`src/cics_pkg.sv`:
```
// Constants and types shared by the channel input control block.
// Assumes a 100 MHz system clock and an APB master with 32-bit data.
package cics_pkg;

  // ----------------------------------------------------------------
  // Register map (byte addresses)
  // ----------------------------------------------------------------
  localparam logic [7:0] ADDR_CTRL = 8'h00;
  localparam logic [7:0] ADDR_CHON = 8'h04;
  localparam logic [7:0] ADDR_CMD = 8'h08;
  localparam logic [7:0] ADDR_STAT = 8'h0c;

  // ----------------------------------------------------------------
  // Field positions and reset values
  // ----------------------------------------------------------------
  localparam int CTRL_CH1_LSB = 0;
  localparam int CTRL_CH2_LSB = 4;
  localparam int CTRL_CH_WIDTH = 4;
  localparam logic [7:0] CTRL_RESET = 8'h00;
  localparam logic [1:0] CHON_RESET = 2'h0;
  localparam int CMD_SLEEP_BIT = 0;
  localparam int CMD_WAKE_BIT = 1;
  localparam int STAT_ASLEEP_BIT = 0;
  localparam int STAT_WAKING_BIT = 1;
  localparam int STAT_READY_BIT = 2;
  localparam int STAT_OUT_LSB = 3;
  localparam int STAT_DLY_LSB = 5;

  // ----------------------------------------------------------------
  // Timing
  // ----------------------------------------------------------------
  localparam int CLK_PERIOD_NS = 10;
  localparam int WAKE_TIME_US = 100;
  // Longest time: round down
  localparam int WAKE_CYCLES = (WAKE_TIME_US * 1000) / CLK_PERIOD_NS;

  // ----------------------------------------------------------------
  // Types
  // ----------------------------------------------------------------
  typedef enum logic [1:0] {
    CICS_COMB_PIN = 2'h0,
    CICS_COMB_BIT = 2'h1,
    CICS_COMB_OR = 2'h2,
    CICS_COMB_AND = 2'h3
  } cics_comb_t;

  // Per-channel configuration, 4 bits, same layout in the register
  typedef struct packed {
    logic latched;
    logic slew;
    cics_comb_t comb;
  } cics_chan_cfg_t;

  typedef enum logic [1:0] {
    CICS_RUN,
    CICS_SLEEP,
    CICS_WAKE
  } cics_state_t;

endpackage

```
`src/cics_channel.sv`:
```
// One channel: combines the input pin with the serial on bit.
// Assumes enable is low whenever the device is asleep or waking.
module cics_channel
  import cics_pkg::*;
(
  input wire logic sys_clk,
  input wire logic sys_rst,
  input cics_chan_cfg_t cfg,
  input wire logic parallel_channel_input,
  input wire logic serial_channel_on_bit,
  input wire logic enable,
  output logic drive,
  output logic slew_rate_select,
  output logic long_delay
);

  // ----------------------------------------------------------------
  // Request combine
  // ----------------------------------------------------------------
  function automatic logic combine(cics_comb_t c, logic pin, logic bit_on);
    case (c)
      CICS_COMB_PIN: combine = pin;
      CICS_COMB_BIT: combine = bit_on;
      CICS_COMB_OR: combine = pin | bit_on;
      CICS_COMB_AND: combine = pin & bit_on;
      default: combine = pin;
    endcase
  endfunction

  logic next_drive;
  logic next_slew;
  logic next_long_delay;

  always_comb begin
    // Pin is active high; a floating pin is pulled low at the pad [RULE5]
    next_drive = enable &
      combine(cfg.comb, parallel_channel_input,
              serial_channel_on_bit); // [RULE4] [RULE6] [RULE1]
    next_slew = cfg.slew; // [RULE8]
    // Slew only stretches the trip delay in latched shutdown mode
    next_long_delay = cfg.latched & cfg.slew; // [RULE9]
  end

  always_ff @(posedge sys_clk or posedge sys_rst) begin
    if (sys_rst) begin
      drive <= 1'b0;
      slew_rate_select <= 1'b0;
      long_delay <= 1'b0;
    end else begin
      drive <= next_drive;
      slew_rate_select <= next_slew;
      long_delay <= next_long_delay;
    end
  end

endmodule // cics_channel

```
`src/cics_top.sv`:
```
// Channel input control and sleep logic of a two-channel low-side switch.
// Assumes parallel inputs are synchronous to sys_clk and an APB master.
//
// Function
// RULE1 - A sleep command forces both outputs off and disables bias.
// RULE2 - Entering sleep keeps all configuration but clears channel on bits.
// RULE3 - A wake command leaves sleep; full operation within 100 us.
// RULE4 - Each input pin drives only its own output, high meaning on.
// RULE5 - An undriven input pin counts as low, requesting off.
// RULE6 - A per-channel combine code picks pin, bit, OR or AND as request.
// RULE7 - After reset the combine code selects the pin alone.
// RULE8 - A per-channel slew bit selects slew rate 1 or 2.
// RULE9 - Slew also sets the overload delay, only in latched shutdown mode.
// RULE10 - Combine is a two-bit code per channel, zero meaning pin only.
//
// The placing of the registers and register access over APB are this design's own decisions.
module cics_top
  import cics_pkg::*;
#(
  parameter int WAKE_COUNT = WAKE_CYCLES
)
(
  input wire logic sys_clk,
  input wire logic sys_rst,
  input wire logic psel,
  input wire logic penable,
  input wire logic pwrite,
  input wire logic [7:0] paddr,
  input wire logic [31:0] pwdata,
  output logic [31:0] prdata,
  output logic pready,
  output logic pslverr,
  input wire logic parallel_input_one,
  input wire logic parallel_input_two,
  output logic power_output_one,
  output logic power_output_two,
  output logic [1:0] slew_rate_select,
  output logic [1:0] overload_delay_long,
  output logic bias_enable
);

  localparam int CW = $clog2(WAKE_COUNT + 1);
  localparam logic [CW-1:0] WAKE_LAST = CW'(WAKE_COUNT - 1);

  // ----------------------------------------------------------------
  // Bus decode
  // ----------------------------------------------------------------
  logic access;
  logic wr;
  logic hit;
  logic rd_setup;
  logic wr_ctrl;
  logic wr_chon;
  logic wr_cmd;

  // is_mapped decides only the error response; the write strobes and
  // the read mux each compare the address against the map on their own
  function automatic logic is_mapped(logic [7:0] a);
    case (a)
      ADDR_CTRL: is_mapped = 1'b1;
      ADDR_CHON: is_mapped = 1'b1;
      ADDR_CMD: is_mapped = 1'b1;
      ADDR_STAT: is_mapped = 1'b1;
      default: is_mapped = 1'b0;
    endcase
  endfunction

  function automatic logic wr_to(logic w, logic [7:0] a, logic [7:0] r);
    wr_to = w & (a == r);
  endfunction

  assign access = psel & penable;
  assign wr = access & pwrite;
  assign rd_setup = psel & ~penable & ~pwrite;
  assign hit = is_mapped(paddr);
  assign wr_ctrl = wr_to(wr, paddr, ADDR_CTRL);
  assign wr_chon = wr_to(wr, paddr, ADDR_CHON);
  assign wr_cmd = wr_to(wr, paddr, ADDR_CMD);
  // Zero wait states: every access ends in its first access cycle
  assign pready = 1'b1;
  assign pslverr = access & ~hit;

  // ----------------------------------------------------------------
  // Registers and sleep state
  // ----------------------------------------------------------------
  logic [7:0] ctrl;
  logic [1:0] chon;
  cics_state_t state;
  logic [CW-1:0] wake_cnt;
  logic [31:0] rdata;
  logic [7:0] next_ctrl;
  logic [1:0] next_chon;
  cics_state_t next_state;
  logic [CW-1:0] next_wake_cnt;
  logic [31:0] next_rdata;
  logic cmd_sleep;
  logic cmd_wake;
  logic [1:0] drive;
  logic [31:0] stat;

  assign cmd_sleep = wr_cmd & pwdata[CMD_SLEEP_BIT];
  assign cmd_wake = wr_cmd & pwdata[CMD_WAKE_BIT];

  always_comb begin
    stat = 32'h0;
    stat[STAT_ASLEEP_BIT] = (state == CICS_SLEEP);
    stat[STAT_WAKING_BIT] = (state == CICS_WAKE);
    stat[STAT_READY_BIT] = (state == CICS_RUN);
    stat[STAT_OUT_LSB +: 2] = drive;
    stat[STAT_DLY_LSB +: 2] = overload_delay_long;
  end

  // Read mux; the command register and unmapped holes read as zero
  function automatic logic [31:0] read_word(logic [7:0] a, logic [7:0] c,
                                            logic [1:0] o, logic [31:0] s);
    case (a)
      ADDR_CTRL: read_word = {24'h0, c};
      ADDR_CHON: read_word = {30'h0, o};
      ADDR_STAT: read_word = s;
      default: read_word = 32'h0;
    endcase
  endfunction

  always_comb begin
    next_ctrl = ctrl;
    next_chon = chon;
    next_rdata = rdata;
    // Configuration survives sleep untouched [RULE2]
    if (wr_ctrl) begin
      next_ctrl = pwdata[7:0];
    end
    if (wr_chon) begin
      next_chon = pwdata[1:0];
    end
    // Sleep entry clears the on bits; software re-arms them after wake
    if (cmd_sleep && state != CICS_SLEEP) begin
      next_chon = CHON_RESET; // [RULE2]
    end
    // Read data is captured in setup so it is stable in the access cycle
    if (rd_setup) begin
      next_rdata = read_word(paddr, ctrl, chon, stat);
    end
  end

  always_ff @(posedge sys_clk or posedge sys_rst) begin
    if (sys_rst) begin
      ctrl <= CTRL_RESET; // [RULE7] [RULE10]
      chon <= CHON_RESET;
      rdata <= 32'h0;
    end else begin
      ctrl <= next_ctrl;
      chon <= next_chon;
      rdata <= next_rdata;
    end
  end

  // ----------------------------------------------------------------
  // Sleep state machine
  // ----------------------------------------------------------------
  // The wake counter stands in for bias settling; outputs stay off
  // until it expires, so a load never sees a half-biased gate
  always_comb begin
    next_state = state;
    next_wake_cnt = wake_cnt;
    case (state)
      CICS_RUN: begin
        if (cmd_sleep) begin
          next_state = CICS_SLEEP; // [RULE1]
        end
      end
      CICS_SLEEP: begin
        if (cmd_wake) begin
          next_state = CICS_WAKE; // [RULE3]
          next_wake_cnt = '0;
        end
      end
      CICS_WAKE: begin
        // Sleep wins if both arrive while bias is still settling
        if (cmd_sleep) begin
          next_state = CICS_SLEEP;
        end else if (wake_cnt == WAKE_LAST) begin
          next_state = CICS_RUN; // [RULE3]
        end else begin
          next_wake_cnt = wake_cnt + CW'(1);
        end
      end
      default: next_state = CICS_RUN;
    endcase
  end

  always_ff @(posedge sys_clk or posedge sys_rst) begin
    if (sys_rst) begin
      state <= CICS_RUN;
      wake_cnt <= '0;
      bias_enable <= 1'b1;
    end else begin
      state <= next_state;
      wake_cnt <= next_wake_cnt;
      bias_enable <= (next_state != CICS_SLEEP); // [RULE1]
    end
  end

  assign prdata = rdata;

  // ----------------------------------------------------------------
  // Channels
  // ----------------------------------------------------------------
  logic run;
  logic [1:0] pins;

  assign run = (state == CICS_RUN) & ~cmd_sleep; // [RULE1] [RULE3]
  assign pins = {parallel_input_two, parallel_input_one}; // [RULE4]

  genvar g;
  generate
    for (g = 0; g < 2; g++) begin : g_ch
      cics_channel u_channel (
        .sys_clk(sys_clk),
        .sys_rst(sys_rst),
        .cfg(cics_chan_cfg_t'(ctrl[g*CTRL_CH_WIDTH +: CTRL_CH_WIDTH])),
        .parallel_channel_input(pins[g]),
        .serial_channel_on_bit(chon[g]),
        .enable(run),
        .drive(drive[g]),
        .slew_rate_select(slew_rate_select[g]),
        .long_delay(overload_delay_long[g])
      );
    end
  endgenerate

  assign power_output_one = drive[0];
  assign power_output_two = drive[1];

endmodule // cics_top

```
`config.mk`:
```
export PLATFORM = sky130hd
export DESIGN_NAME = cics_top
export DESIGN_NICKNAME = d
export VERILOG_FILES = /design/src/cics_pkg.sv /design/src/cics_channel.sv /design/src/cics_top.sv
export SDC_FILE = /design/constraint.sdc
export NUM_CORES = 1
export LEC_CHECK = 0
export ABC_CLOCK_PERIOD_IN_PS = 2200
export BUFFER_PORTS_ARGS = -buffer_cell sky130_fd_sc_hd__buf_2
export CORE_MARGIN = 4
export CORE_UTILIZATION = 49
export DETAILED_ROUTE_END_ITERATION = 6
export PLACE_DENSITY_LB_ADDON = 0.1
export SYNTH_ARGS = -nofsm -noshare
export SYNTH_HDL_FRONTEND = slang
export SYNTH_HIERARCHICAL = 1
export SYNTH_SLANG_ARGS = --single-unit
```
`constraint.sdc`:
```
create_clock -name sys_clk -period 2.2 [get_ports sys_clk]
set_input_delay 0.11 -clock sys_clk [delete_from_list [all_inputs] [get_ports sys_clk]]
set_output_delay 0.11 -clock sys_clk [all_outputs]
set_load 0.02 [all_outputs]
```
; Word-level counts from Yosys, hierarchy flattened
; Index checks and enable logic that the tools add are counted.
[op_classes]
eq_ne = 17
bitwise = 23
n_reduce_logical = 9
add_sub_neg = 1
n_mux = 15
[ops]
columns = cell, n
row1 = 14-bit 2-to-1 mux, 3
row2 = 14-bit one-hot mux with 2 select lines, 1
row3 = 8-bit one-hot mux with 3 select lines, 1
row4 = 1-bit AND, 17
row5 = 8-bit by 4-bit equality test with 1-bit output (second input constant), 2
row6 = 14-bit by 1-bit adder with 14-bit output (second input constant), 1
row7 = 14-bit equality test (second input constant), 1
row8 = 2-bit 2-to-1 mux, 6
row9 = 2-bit equality test (second input constant), 5
row10 = 8-bit by 3-bit equality test with 1-bit output (second input constant), 1
row11 = 8-bit zero test, 1
row12 = 1-bit one-hot mux with 4 select lines, 2
row13 = 2-bit by 1-bit equality test with 1-bit output (second input constant), 3
row14 = 2-bit zero test, 3
row15 = 2-bit inequality test (second input constant), 3
row16 = 2-bit one-hot mux with 3 select lines, 1
row17 = 2-bit by 1-bit inequality test with 1-bit output (second input constant), 2
row18 = 1-bit inverter, 4
row19 = 4-bit AND reduction, 1
row20 = 2-bit nonzero test, 2
row21 = 4-bit OR reduction, 1
row22 = 1-bit OR, 2
row23 = 1-bit logical AND, 1
row24 = 1-bit 2-to-1 mux, 1
[word_totals]
wordCells = 77
out_inout_bits = 41
inputBits = 47
register_bits = 65

; Depth between registers and ports, before layout
; Gate-level depths: netlist of run 1.
[depth]
word_depth = 7
depth_mapped = 6
ltp_nobuf = 6

; By module
; The synthesis of run 1 kept the hierarchy.
[by_module_without_submodules]
columns = mod, seq_area_each_um2, area_each_um2, cells_each, n_inst
row1 = cics_top, 877.1, 2104.5, 218, 1
row2 = cics_channel, 75.1, 122.6, 11, 2

; Least setup slack after synthesis of run 1
; No wires, ideal clock.
[synth_path]
path_type = flip-flop to flip-flop
from = register wake_cnt[11]
to = register wake_cnt[4]
period_less_slack_ps = 2025
setup_time_ps = 138
t_required_ps = 2062
path_buffers = 1
arrival_time_ps = 1886
setup_slack_ps = 175
stages_incl_launch_ff = 6
cell_sequence = dfrtp_1 -> or4_1 -> or4_4 -> buf_2 -> a31oi_1 -> o22ai_1
[synth_via]
elab_chain_cells = 3
[synth_rtl]
columns = element, line
row1 = start: declaration, cics_top.sv:89  ; logic [CW-1:0] wake_cnt;
row2 = start signal: assignment, cics_top.sv:198  ; wake_cnt <= next_wake_cnt;
row3 = 14-bit equality test, cics_top.sv:181  ; end else if (wake_cnt == WAKE_LAST) begin
row4 = 2-bit inequality test (no source line), -
row5 = 4-bit AND reduction (no source line), -
; No other way between the ends.
; A chain may end at the register's enable or synchronous reset.

; Final worst setup path of run 1
[layout_path]
from = register wake_cnt[12]
to = register wake_cnt[11]
; The elaborated chain is that of the path after synthesis.

==> results of run 1 <==
[where the power goes]
| part | internal (W) | switching, W |
|---|---|---|
| clock network | 0.000330 | 0.000258 |
| logic | 0.0000375 | 0.0000943 |
| registers | 0.000760 | 0.00000492 |
| total | 0.00113 | 0.000357 |
[registers in the layout, indices dropped and copies added (netlist names)]
name,flops
g_ch.u_channel/slew_rate_select,2
g_ch.u_channel/long_delay,2
ctrl,8
wake_cnt,14
state,2
prdata,8
g_ch.u_channel/drive,2
chon,2
bias_enable,1
[per-layer routing]
layer	wire (um)	global-route usage, %
met1	2180	23.6
met4	77	5.16
met5	0	0
met3	272	3.86
met2	2470	30.1
[what timing repair did]
action | CTS | global route
endpoints found under the hold margin | 40 | 0
setup buffers | 0 | 0
gates resized for setup | 0 | 1
setup endpoints to repair | 0 | 2
hold buffers | 1 | 0
[how the worst max path moves through the flow]
stage / from / endpoint / slack (ns) / cells past startpoint
after global routing: wake_cnt[12] / wake_cnt[12] / 0.02 / 4
final: wake_cnt[12] / wake_cnt[11] / 0.13 / 4
after global placement: wake_cnt[12] / wake_cnt[6] / 0.15 / 5
after floorplan: wake_cnt[11] / wake_cnt[4] / 0.18 / 5
after CTS: wake_cnt[12] / wake_cnt[11] / 0.14 / 5
after detailed placement: wake_cnt[12] / wake_cnt[11] / 0.15 / 5
[cell families (layout without fill, tap and decap cells)]
logic type | Yosys count | after routing | share of synthesized area [%]
and+or+nand+nor | 81 | 81 | 19.9
AOI/OAI and AO/OA | 52 | 52 | 17.3
buffers and inverters | 49 | 73 | 11.9
DFF | 41 | 41 | 43.7
muxes | 13 | 13 | 5.96
other | 2 | 25 | 0.320
adders and majority gates | 1 | 1 | 0.532
xor gates and xnor gates | 1 | 1 | 0.373
[per-stage QoR]
step / power [W] / worst slack (ns)
5_1_grt: 0.00155 / 0.0231
6_report: 0.00148 / 0.125
4_1_cts: 0.00151 / 0.136
3_5_place_dp: 0.000911 / 0.147
2_1_floorplan: 0.000903 / 0.175
3_3_place_gp: 0.000910 / 0.152
[final cells by class]
cell class / count / area (um^2)
Clock inverter: 2 / 35.0
Sequential cell: 41 / 1030
Clock buffer: 5 / 68.8
Multi-Input combinational cell: 173 / 1140
Timing Repair Buffer: 50 / 283
Fill cell: 412 / 1830
Inverter: 16 / 60.1
Tap cell: 52 / 65.1
[worst register-to-register path, delay by kind of cell, from the launching register on]
kind | cells | cell delay, ns
and+or+nand+nor | 3 | 1.41
DFF | 1 | 0.41
AOI/OAI and AO/OA | 1 | 0.12
[cells in the final DEF (no fill, tap or decap), types with 2 or more instances in the layout]
cell	instances
and2_1	4
buf_2	38
o32ai_2	2
nand3_1	10
o211ai_1	3
nand4_1	6
a21oi_1	5
conb_1	25
mux2_2	8
clkbuf_8	5
nand4b_1	2
nor3_1	8
nor4_1	5
mux2i_1	5
a22oi_1	5
or3b_2	2
o22ai_1	5
nand2b_1	2
o21a_1	3
or4_4	3
buf_4	11
inv_1	15
nor2b_1	3
or3_1	3
o2bb2ai_1	3
nor2_1	6
o21ai_0	2
o31ai_1	7
or2_2	2
a31oi_1	6
a22o_1	3
nand2_1	18
or4_1	3
dfrtp_1	40
==> flow_summary_export.csv, run 1 <==
group,metric,value,unit
outcome,status,"complete, no violations",
yosys,synth_most_common_cell,"dfrtp_1",
worst_setup_path,cp_max_fo,13,
worst_setup_path,cp.arrival,2.23,ns
clock_tree,htreeDepth,2,
final_layout,syn_to_final_growth,13.9,%
power,p_per_area,554,nW/um^2
final_layout,drive_gt1_share,27.2,%
clock_tree,numCtsBuffers,5,
clock_tree,clkTransAtPathRegs,0.07,ns
route,via_per_inst,5.61,
route,wl_per_cell,14.7,um
route,ant_nets,0,
route,vias,1901,
final_layout,postLayoutCoreUtil,59.4,%
route,drc,0,
yosys,syn_area_per_cell,9.79,um^2
timing,finalSetupTns,0,ns
route,wl,5.00,mm
worst_hold_path,hold_path.startpoint,"pwdata[3]",
worst_setup_path,start_kind,"register",
floorplanning,die_h,77.3,um
yosys,synth_cells,240,
worst_setup_path,path_cells,"or4_1 -> or4_4 -> nand3_1 -> o221ai_1",
job,cap_violations,0,
worst_setup_path,r2r_start,"wake_cnt[12]",
timing,final_max_slew_viol_count,0,
worst_hold_path,holdPathEnd,"ctrl[3]",
worst_setup_path,r2r_cells,4,
yosys,seq_area_frac_synth,43.7,%
worst_setup_path,r2r_end,"wake_cnt[11]",
placed_design,port_buffers,38,
clock_tree,numClockSinks,41,
floorplanning,dieArea,5970,um^2
global_routing,grtUsageTotal,18.1,%
final_layout,stdcell_count,339,
timing,rsz0062_at_grt,"no",
yosys,ys_types,49,
worst_hold_path,hold_path.class,"in -> reg",
worst_setup_path,crit_path_end_kind,"register",
yosys,yosys.area.top_type_share,42.6,%
placed_design,placed_area,2550,um^2
worst_setup_path,r2r_slack,0.13,ns
yosys,yosys-top-cells-area,"dfrtp_1 43%, buf_4 8.0%, mux2_2 3.8%",
floorplanning,die_x,77.3,um
floorplanning,core_area,4500,um^2
yosys,synth_area_leader_cell,"dfrtp_1",
yosys,synth-edff-count,0,
floorplanning,ios,88,
global_routing,grt_max_degree,36,
yosys,synth-seq-cells,41,
global_routing,overflow,0,
yosys,syn_area,2350,um^2
clock_tree,clk_latency,0.29,ns
final_layout,design_area,2680,um^2
final_layout,nets,335,
placed_design,gp_congestion,0.817,
timing,finalClockSkew,0.00573,ns
worst_setup_path,required,2.36,ns
final_layout,diodes,0,
timing,setup_viol_count_final,0,
power,p_leak,1.28,nW
worst_setup_path,path_class,"reg -> reg",
timing,period_needed,2.07,ns
global_routing,antenna_found_initial,0,
worst_setup_path,max_stage_delay,0.67,ns
clock_tree,cts_root_buf,"clkbuf_8",
global_routing,grt_pass1_vias,1753,
power,irDropWorstVdd,311,uV
route,drtIter0Drc,168,
yosys,netlist_top_cells_count,"40 x dfrtp_1, 25 x buf_4, 18 x nand2_1, 15 x inv_1, 10 x nand3_1",
timing,finalCritPeriodShare,94.3,%
placed_design,place_inst,331,
yosys,synthArstFlopShare,100,%
worst_setup_path,path_buf_inv,0,
clock_tree,cts-root-to-sink-buffers,2,
worst_setup_path,critical-path-top-delay-family,"simple AND/OR/NAND/NOR gates",
floorplanning,core.rowCount,24,
yosys,synth-warning-count,6,
worst_setup_path,slowest_stage,"or4_4",
route,first_pass_iters,4,
floorplanning,start_util,52.2,%
yosys,synthFlopType,"dfrtp_1",
placed_design,place_hpwl,3.75,mm
worst_hold_path,whs_path_depth,2,
timing,hold_ws,0.0483,ns
timing,hold_viol_final,0,
timing,fmax,482,MHz
clock_tree,cts_tree,"yes",
global_routing,grt_pass1_wl,8.65,mm
(Power assumes the default switching activity.)
==> inputs of run 2 (changes only) <==
SYNTH_HIERARCHICAL = default   (was 1)
==> run 2 against run 1 <==
Global-route usage decreased by 1.4 points. First-iteration DRC count decreased by 20%. Clock power decreased by 18%. Final area decreased by 6.5%. Worst setup slack improved by 0.19 ns. Register-to-register slack improved by 0.19 ns. Sequential power about the same. Via count decreased by 7.9%. Area after synthesis decreased by 4.0%. Routed wire length decreased by 8.9%. Critical path type unchanged. Largest power group unchanged.
==> flow_summary_export.csv, run 2 <==
group,metric,value,unit
yosys,synth_cells,226,
floorplanning,dieArea,5750,um^2
final_layout,fillers,408,
timing,finalSetupTns,0,ns
floorplanning,die_h,75.8,um
final_layout,drive_gt1_share,26.9,%
worst_setup_path,path_class,"reg -> reg",
timing,finalCritPeriodShare,85.8,%
timing,finalClockSkew,0.00373,ns
outcome,status,"complete, no violations",
clock_tree,cts_tree,"yes",
final_layout,stdcell_count,320,
yosys,synth-edff-count,0,
floorplanning,ios,88,
yosys,seq_area_frac_synth,45.6,%
route,ant_nets,0,
worst_setup_path,path_cells,"ha_1 -> and3_1 -> nand4_1 -> nand3_1 -> and2_1 -> buf_4 -> a211o_1",
worst_setup_path,slowest_stage,"dfrtp_1",
worst_setup_path,max_stage_delay,0.41,ns
worst_setup_path,r2r_start,"wake_cnt[0]",
placed_design,place_inst,311,
worst_setup_path,required,2.38,ns
route,first_pass_iters,4,
timing,rsz0062_at_grt,"no",
timing,setup_viol_count_final,0,
timing,fmax,530,MHz
clock_tree,numClockSinks,41,
final_layout,syn_to_final_growth,11.0,%
final_layout,layout_common_cells,"40 x dfrtp_1, 38 x buf_2, 25 x conb_1",
final_layout,nets,315,
final_layout,largest_reg_flops,14,
floorplanning,die_x,75.8,um
placed_design,place_hpwl,3.39,mm
power,p_leak,1.26,nW
route,drtIter0Drc,135,
yosys,synthFlopType,"dfrtp_1",
final_layout,multi_input_area,1040,um^2
placed_design,gp_congestion,0.835,
timing,slew_headroom,65.1,%
yosys,synth_area_leader_cell,"dfrtp_1",
yosys,synth-seq-cells,41,
global_routing,grt_pass1_vias,1524,
timing,period_needed,1.89,ns
global_routing,overflow,0,
clock_tree,numCtsBuffers,5,
yosys,syn_area,2250,um^2
final_layout,layout_commonest_cell,"dfrtp_1",
timing,tightest_slew,0.523,ns
global_routing,grt_pass1_wl,7.16,mm
clock_tree,cts_setup_buffers,0,
clock_tree,cts_resized,0,
route,via_per_inst,5.47,
timing,hold_viol_final,0,
yosys,ys_types,46,
yosys,yosys-top-cells-area,"dfrtp_1 44%, buf_4 9.7%, mux2_2 4.0%",
final_layout,regArea,1030,um^2
final_layout,top_register,"wake_cnt",
global_routing,grt_max_degree,42,
clock_tree,clkTransAtPathRegs,0.08,ns
placed_design,port_buffers,38,
yosys,synth-warning-count,0,
power,irDropWorstVdd,326,uV
final_layout,diodes,0,
route,drc,0,
worst_setup_path,cp_max_fo,4,
clock_tree,clk_latency,0.29,ns
worst_hold_path,hold_path.class,"in -> reg",
floorplanning,core_area,4410,um^2
route,vias,1750,
yosys,synthArstFlopShare,100,%
clock_tree,cts-root-to-sink-buffers,2,
worst_setup_path,r2r_slack,0.31,ns
worst_setup_path,r2r_cells,7,
worst_hold_path,whs_path_depth,2,
floorplanning,start_util,51.1,%
yosys,syn_area_per_cell,9.98,um^2
worst_hold_path,hold_path.startpoint,"pwdata[7]",
worst_setup_path,cp.arrival,2.07,ns
placed_design,placed_area,2410,um^2
yosys,yosys.area.top_type_share,44.4,%
clock_tree,htreeDepth,2,
yosys,synth_most_common_cell,"dfrtp_1",
power,p_per_area,546,nW/um^2
worst_setup_path,crit_path_end_kind,"register",
final_layout,design_area,2500,um^2
global_routing,antenna_found_initial,0,
worst_hold_path,holdPathEnd,"ctrl[7]",
route,wl_per_cell,14.2,um
route,wl,4.55,mm
job,cap_violations,0,
clock_tree,cts_root_buf,"clkbuf_8",
yosys,netlist_top_cells_count,"40 x dfrtp_1, 29 x buf_4, 18 x nand2_1, 14 x a21oi_1, 14 x nand3_1",
timing,final_max_slew_viol_count,0,
worst_setup_path,start_kind,"register",
clock_tree,hold_buffers,1,
worst_setup_path,r2r_end,"wake_cnt[12]",
floorplanning,core.rowCount,24,
global_routing,grtUsageTotal,16.6,%
## run 2: changes by cell type after synthesis, moves of 4 or more
cell,previous run,this run
a21oi_1,5,14
buf_4,25,29
inv_1,15,4
nand3_1,10,14
nor3_1,8,1
nor4_1,5,0
## run 2: logic make-up (layout without fill, tap and decap cells)
logic type / Yosys count / in the layout / share of synthesized area (%)
AOI/OAI and AO/OA: 50 / 50 / 14.6
adders and majority gates: 1 / 1 / 0.555
buffers and inverters: 41 / 60 / 12.1
DFF: 41 / 41 / 45.6
muxes: 14 / 14 / 6.66
other: 2 / 25 / 0.333
and+or+nand+nor: 77 / 77 / 20.2
## run 2: final cells by class
type | count | share of cell area (%)
multi-input cells | 167 | 41.6
flip-flops and latches | 41 | 41.0
repair buffers | 48 | 10.7
clock buffers | 6 | 2.90
well taps | 52 | 2.60
clock inverters | 2 | 0.600
inverters | 4 | 0.600
## run 2: worst max path at each step
stage                            from            to  slack, ns  depth (start not counted)
after CTS                 wake_cnt[0]  wake_cnt[12]       0.32                          7
after global routing      wake_cnt[0]  wake_cnt[12]       0.19                          7
final                     wake_cnt[0]  wake_cnt[12]       0.31                          7
after detailed placement     paddr[5]  wake_cnt[12]       0.09                          6
after global placement       paddr[5]  wake_cnt[12]        0.1                          6
after floorplan              paddr[5]  wake_cnt[12]       0.17                          6
## run 2: power by group
group / total, W / switching [W] / internal [W]
Combinational: 0.000120 / 0.0000880 / 0.0000323
Sequential: 0.000763 / 0.00000401 / 0.000759
Clock: 0.000483 / 0.000259 / 0.000223
Total: 0.00137 / 0.000351 / 0.00101
## run 2: per-stage QoR
step	utilization [%]	worst slack, ns	hold WS, ns	total power [W]
CTS	56.7	0.320	0.0372	0.00138
detailed placement	54.5	0.0947	0.270	0.000897
global route	56.7	0.189	0.0382	0.00143
floorplan	-	0.165	0.261	0.000895
global placement	54.5	0.0952	0.277	0.000897
finish	56.7	0.312	0.0447	0.00137
## run 2: worst max-delay path, delay by kind of cell, from the launching register on
family / cells / cell delay, ns
buf+inv: 1 / 0.16
flops: 1 / 0.41
fa+ha+maj: 1 / 0.25
compound gates: 1 / 0.28
simple gates: 4 / 0.68
## run 2: routing by layer
layer	track usage (%)	wire length, um
met1	24.2	2040
met4	6.41	51
met5	0	0
met2	24.3	2050
met3	3.30	417
==> inputs of run 3 (changes only) <==
ABC_AREA = 1   (was default)
CORE_UTILIZATION = 50   (was 49)
==> run 3 against run 2 <==
Register-to-register slack improved by 0.13 ns. Critical path type unchanged. Non-clock buffer count fell by 7. First-iteration DRC count fell by 3.7%.
==> flow_summary_export.csv, run 3 <==
group,metric,value,unit
timing,final_max_slew_viol_count,0,
global_routing,grt_pass1_vias,1918,
clock_tree,cts_resized,0,
timing,tightest_slew,0.522,ns
power,total_power,0.00160,W
route,wl,5.04,mm
worst_setup_path,crit_path_end_kind,"register",
yosys,synth-seq-cells,41,
floorplanning,start_util,52.1,%
final_layout,nets,423,
clock_tree,cts_tree,"yes",
timing,finalCritPeriodShare,79.9,%
yosys,synth_area_leader_cell,"dfrtp_1",
floorplanning,core.rowCount,25,
worst_setup_path,path_class,"reg -> reg",
power,p_per_area,585,nW/um^2
power,p_leak,1.54,nW
floorplanning,die_h,78.4,um
route,via_per_inst,4.67,
timing,finalClockSkew,0.00412,ns
placed_design,placed_area,2600,um^2
global_routing,overflow,0,
global_routing,grtUsageTotal,17.8,%
final_layout,top_register,"wake_cnt",
final_layout,design_area,2740,um^2
clock_tree,clkTransAtPathRegs,0.08,ns
timing,slew_headroom,65.2,%
global_routing,antenna_found_initial,0,
worst_setup_path,cp_max_fo,15,
timing,fmax,569,MHz
yosys,syn_area,2480,um^2
worst_hold_path,hold_path.class,"in -> reg",
yosys,synth-edff-count,0,
yosys,synth_cells,338,
route,drc,0,
route,first_pass_iters,4,
outcome,status,"complete, no violations",
clock_tree,numCtsBuffers,5,
clock_tree,cts_setup_buffers,0,
placed_design,place_hpwl,3.68,mm
timing,hold_viol_final,0,
yosys,synth-warning-count,0,
final_layout,largest_reg_flops,14,
yosys,ys_types,32,
placed_design,port_buffers,38,
timing,period_needed,1.76,ns
timing,rsz0062_at_grt,"no",
floorplanning,ios,88,
clock_tree,numClockSinks,41,
final_layout,syn_to_final_growth,10.7,%
yosys,synthFlopType,"dfrtp_1",
final_layout,drive_gt1_share,17.3,%
power,irDropWorstVdd,404,uV
yosys,yosys.area.top_type_share,40.4,%
yosys,seq_area_frac_synth,41.5,%
route,drtIter0Drc,130,
floorplanning,dieArea,6140,um^2
worst_setup_path,required,2.39,ns
yosys,netlist_top_cells_count,"110 x nand2_1, 40 x dfrtp_1, 40 x nand3_1, 35 x nor2_1, 31 x inv_1",
clock_tree,htreeDepth,2,
worst_setup_path,r2r_slack,0.44,ns
clock_tree,cts_root_buf,"clkbuf_8",
placed_design,gp_congestion,0.816,
timing,finalSetupTns,0,ns
clock_tree,cts-root-to-sink-buffers,2,
yosys,synth_most_common_cell,"nand2_1",
timing,fin_ws,0.443,ns
job,cap_violations,0,
timing,setup_viol_count_final,0,
final_layout,layout_common_cells,"110 x nand2_1, 40 x nand3_1, 40 x dfrtp_1",
yosys,yosys-top-cells-area,"dfrtp_1 40%, nand2_1 17%, buf_4 8.8%",
placed_design,dp_slack,0.494,ns
clock_tree,clk_latency,0.29,ns
global_routing,grt_pass1_wl,8.75,mm
final_layout,diodes,0,
worst_setup_path,start_kind,"register",
final_layout,layout_commonest_cell,"nand2_1",
worst_setup_path,cp.arrival,1.94,ns
global_routing,grt_max_degree,42,
floorplanning,core_area,4750,um^2
route,wl_per_cell,11.4,um
yosys,syn_area_per_cell,7.33,um^2
route,vias,2068,
floorplanning,die_x,78.4,um
yosys,synthArstFlopShare,100,%
route,ant_nets,0,
run 3: cell count changes after synthesis, sizes merged, moves of 8 or more:
cell / before / now
a21oi: 14 / 6
inv: 4 / 33
mux2: 8 / 0
nand2: 18 / 114
nand3: 14 / 42
nor2: 8 / 42
run 3: kinds of logic after synthesis:
family,share of synthesized area [%]
AND/OR/NAND/NOR,36.9
buffers and inverters,15.4
flip-flops,41.5
AO/OA/AOI/OAI,3.99
XOR/XNOR,1.42
other,0.303
adder cells (fa/ha/maj),0.505
run 3: path summary, 6_finish.rpt:
| path | startpoint | endpoint | depth (start not counted) |
|---|---|---|---|
| max | wake_cnt[0] | wake_cnt[6] | 8 |
| min | pwdata[7] | ctrl[7] | 3 |
| max reg2reg | wake_cnt[0] | wake_cnt[6] | 8 |
| min reg2reg | ctrl[6] | g_ch[1].u_channel.slew_rate_select | 0 |
| max in group asynchronous | sys_rst | bias_enable | 4 |
| min in group asynchronous | sys_rst | prdata[4] | 4 |
run 3: metal layers:
metal | global-route usage, % | wire (um) | up-vias
met3 | 3.67 | 260 | 7
li1 | - | - | 1072
met1 | 23.6 | 2430 | 939
met4 | 5.24 | 61 | 0
met2 | 29.3 | 2280 | 50
met5 | 0 | 0 | -
run 3: metrics by stage:
stage	util, %	instances	hold WS [ns]
final	57.7	443	0.0380
after global routing	57.7	443	0.0490
after CTS	57.7	443	0.0357
after detailed placement	54.6	434	0.275
after global placement	54.6	434	0.270
after floorplan	-	361	0.254
run 3: critical path, stage by stage, from the launching register on:
cell and delay [ns]:
dfrtp_1 0.41, ha_1 0.21, nand3_1 0.17, nor2_1 0.15, nand2_1 0.11, nand3_4 0.21
nand2_2 0.21, nand2_1 0.12, nand2_1 0.06
run 3: cell type report:
cell class	count	area (um^2)
Timing Repair Buffer	41	215
Inverter	34	128
Fill cell	489	2010
Clock inverter	3	65.1
Multi-Input combinational cell	252	1150
Sequential cell	41	1030
Tap cell	67	83.8
Clock buffer	5	68.8
run 3: repair_timing:
action                                  in CTS  in global routing
hold buffers                                 1                  0
endpoints found under the hold margin       40                  0
endpoints found under the setup margin       0                  0
run 3: report_power, final:
part	internal [W]	switching [W]	total [W]
clock	0.000451	0.000270	0.000721
sequential	0.000759	0.00000458	0.000764
combinational	0.0000274	0.0000910	0.000118
total	0.00124	0.000366	0.00160
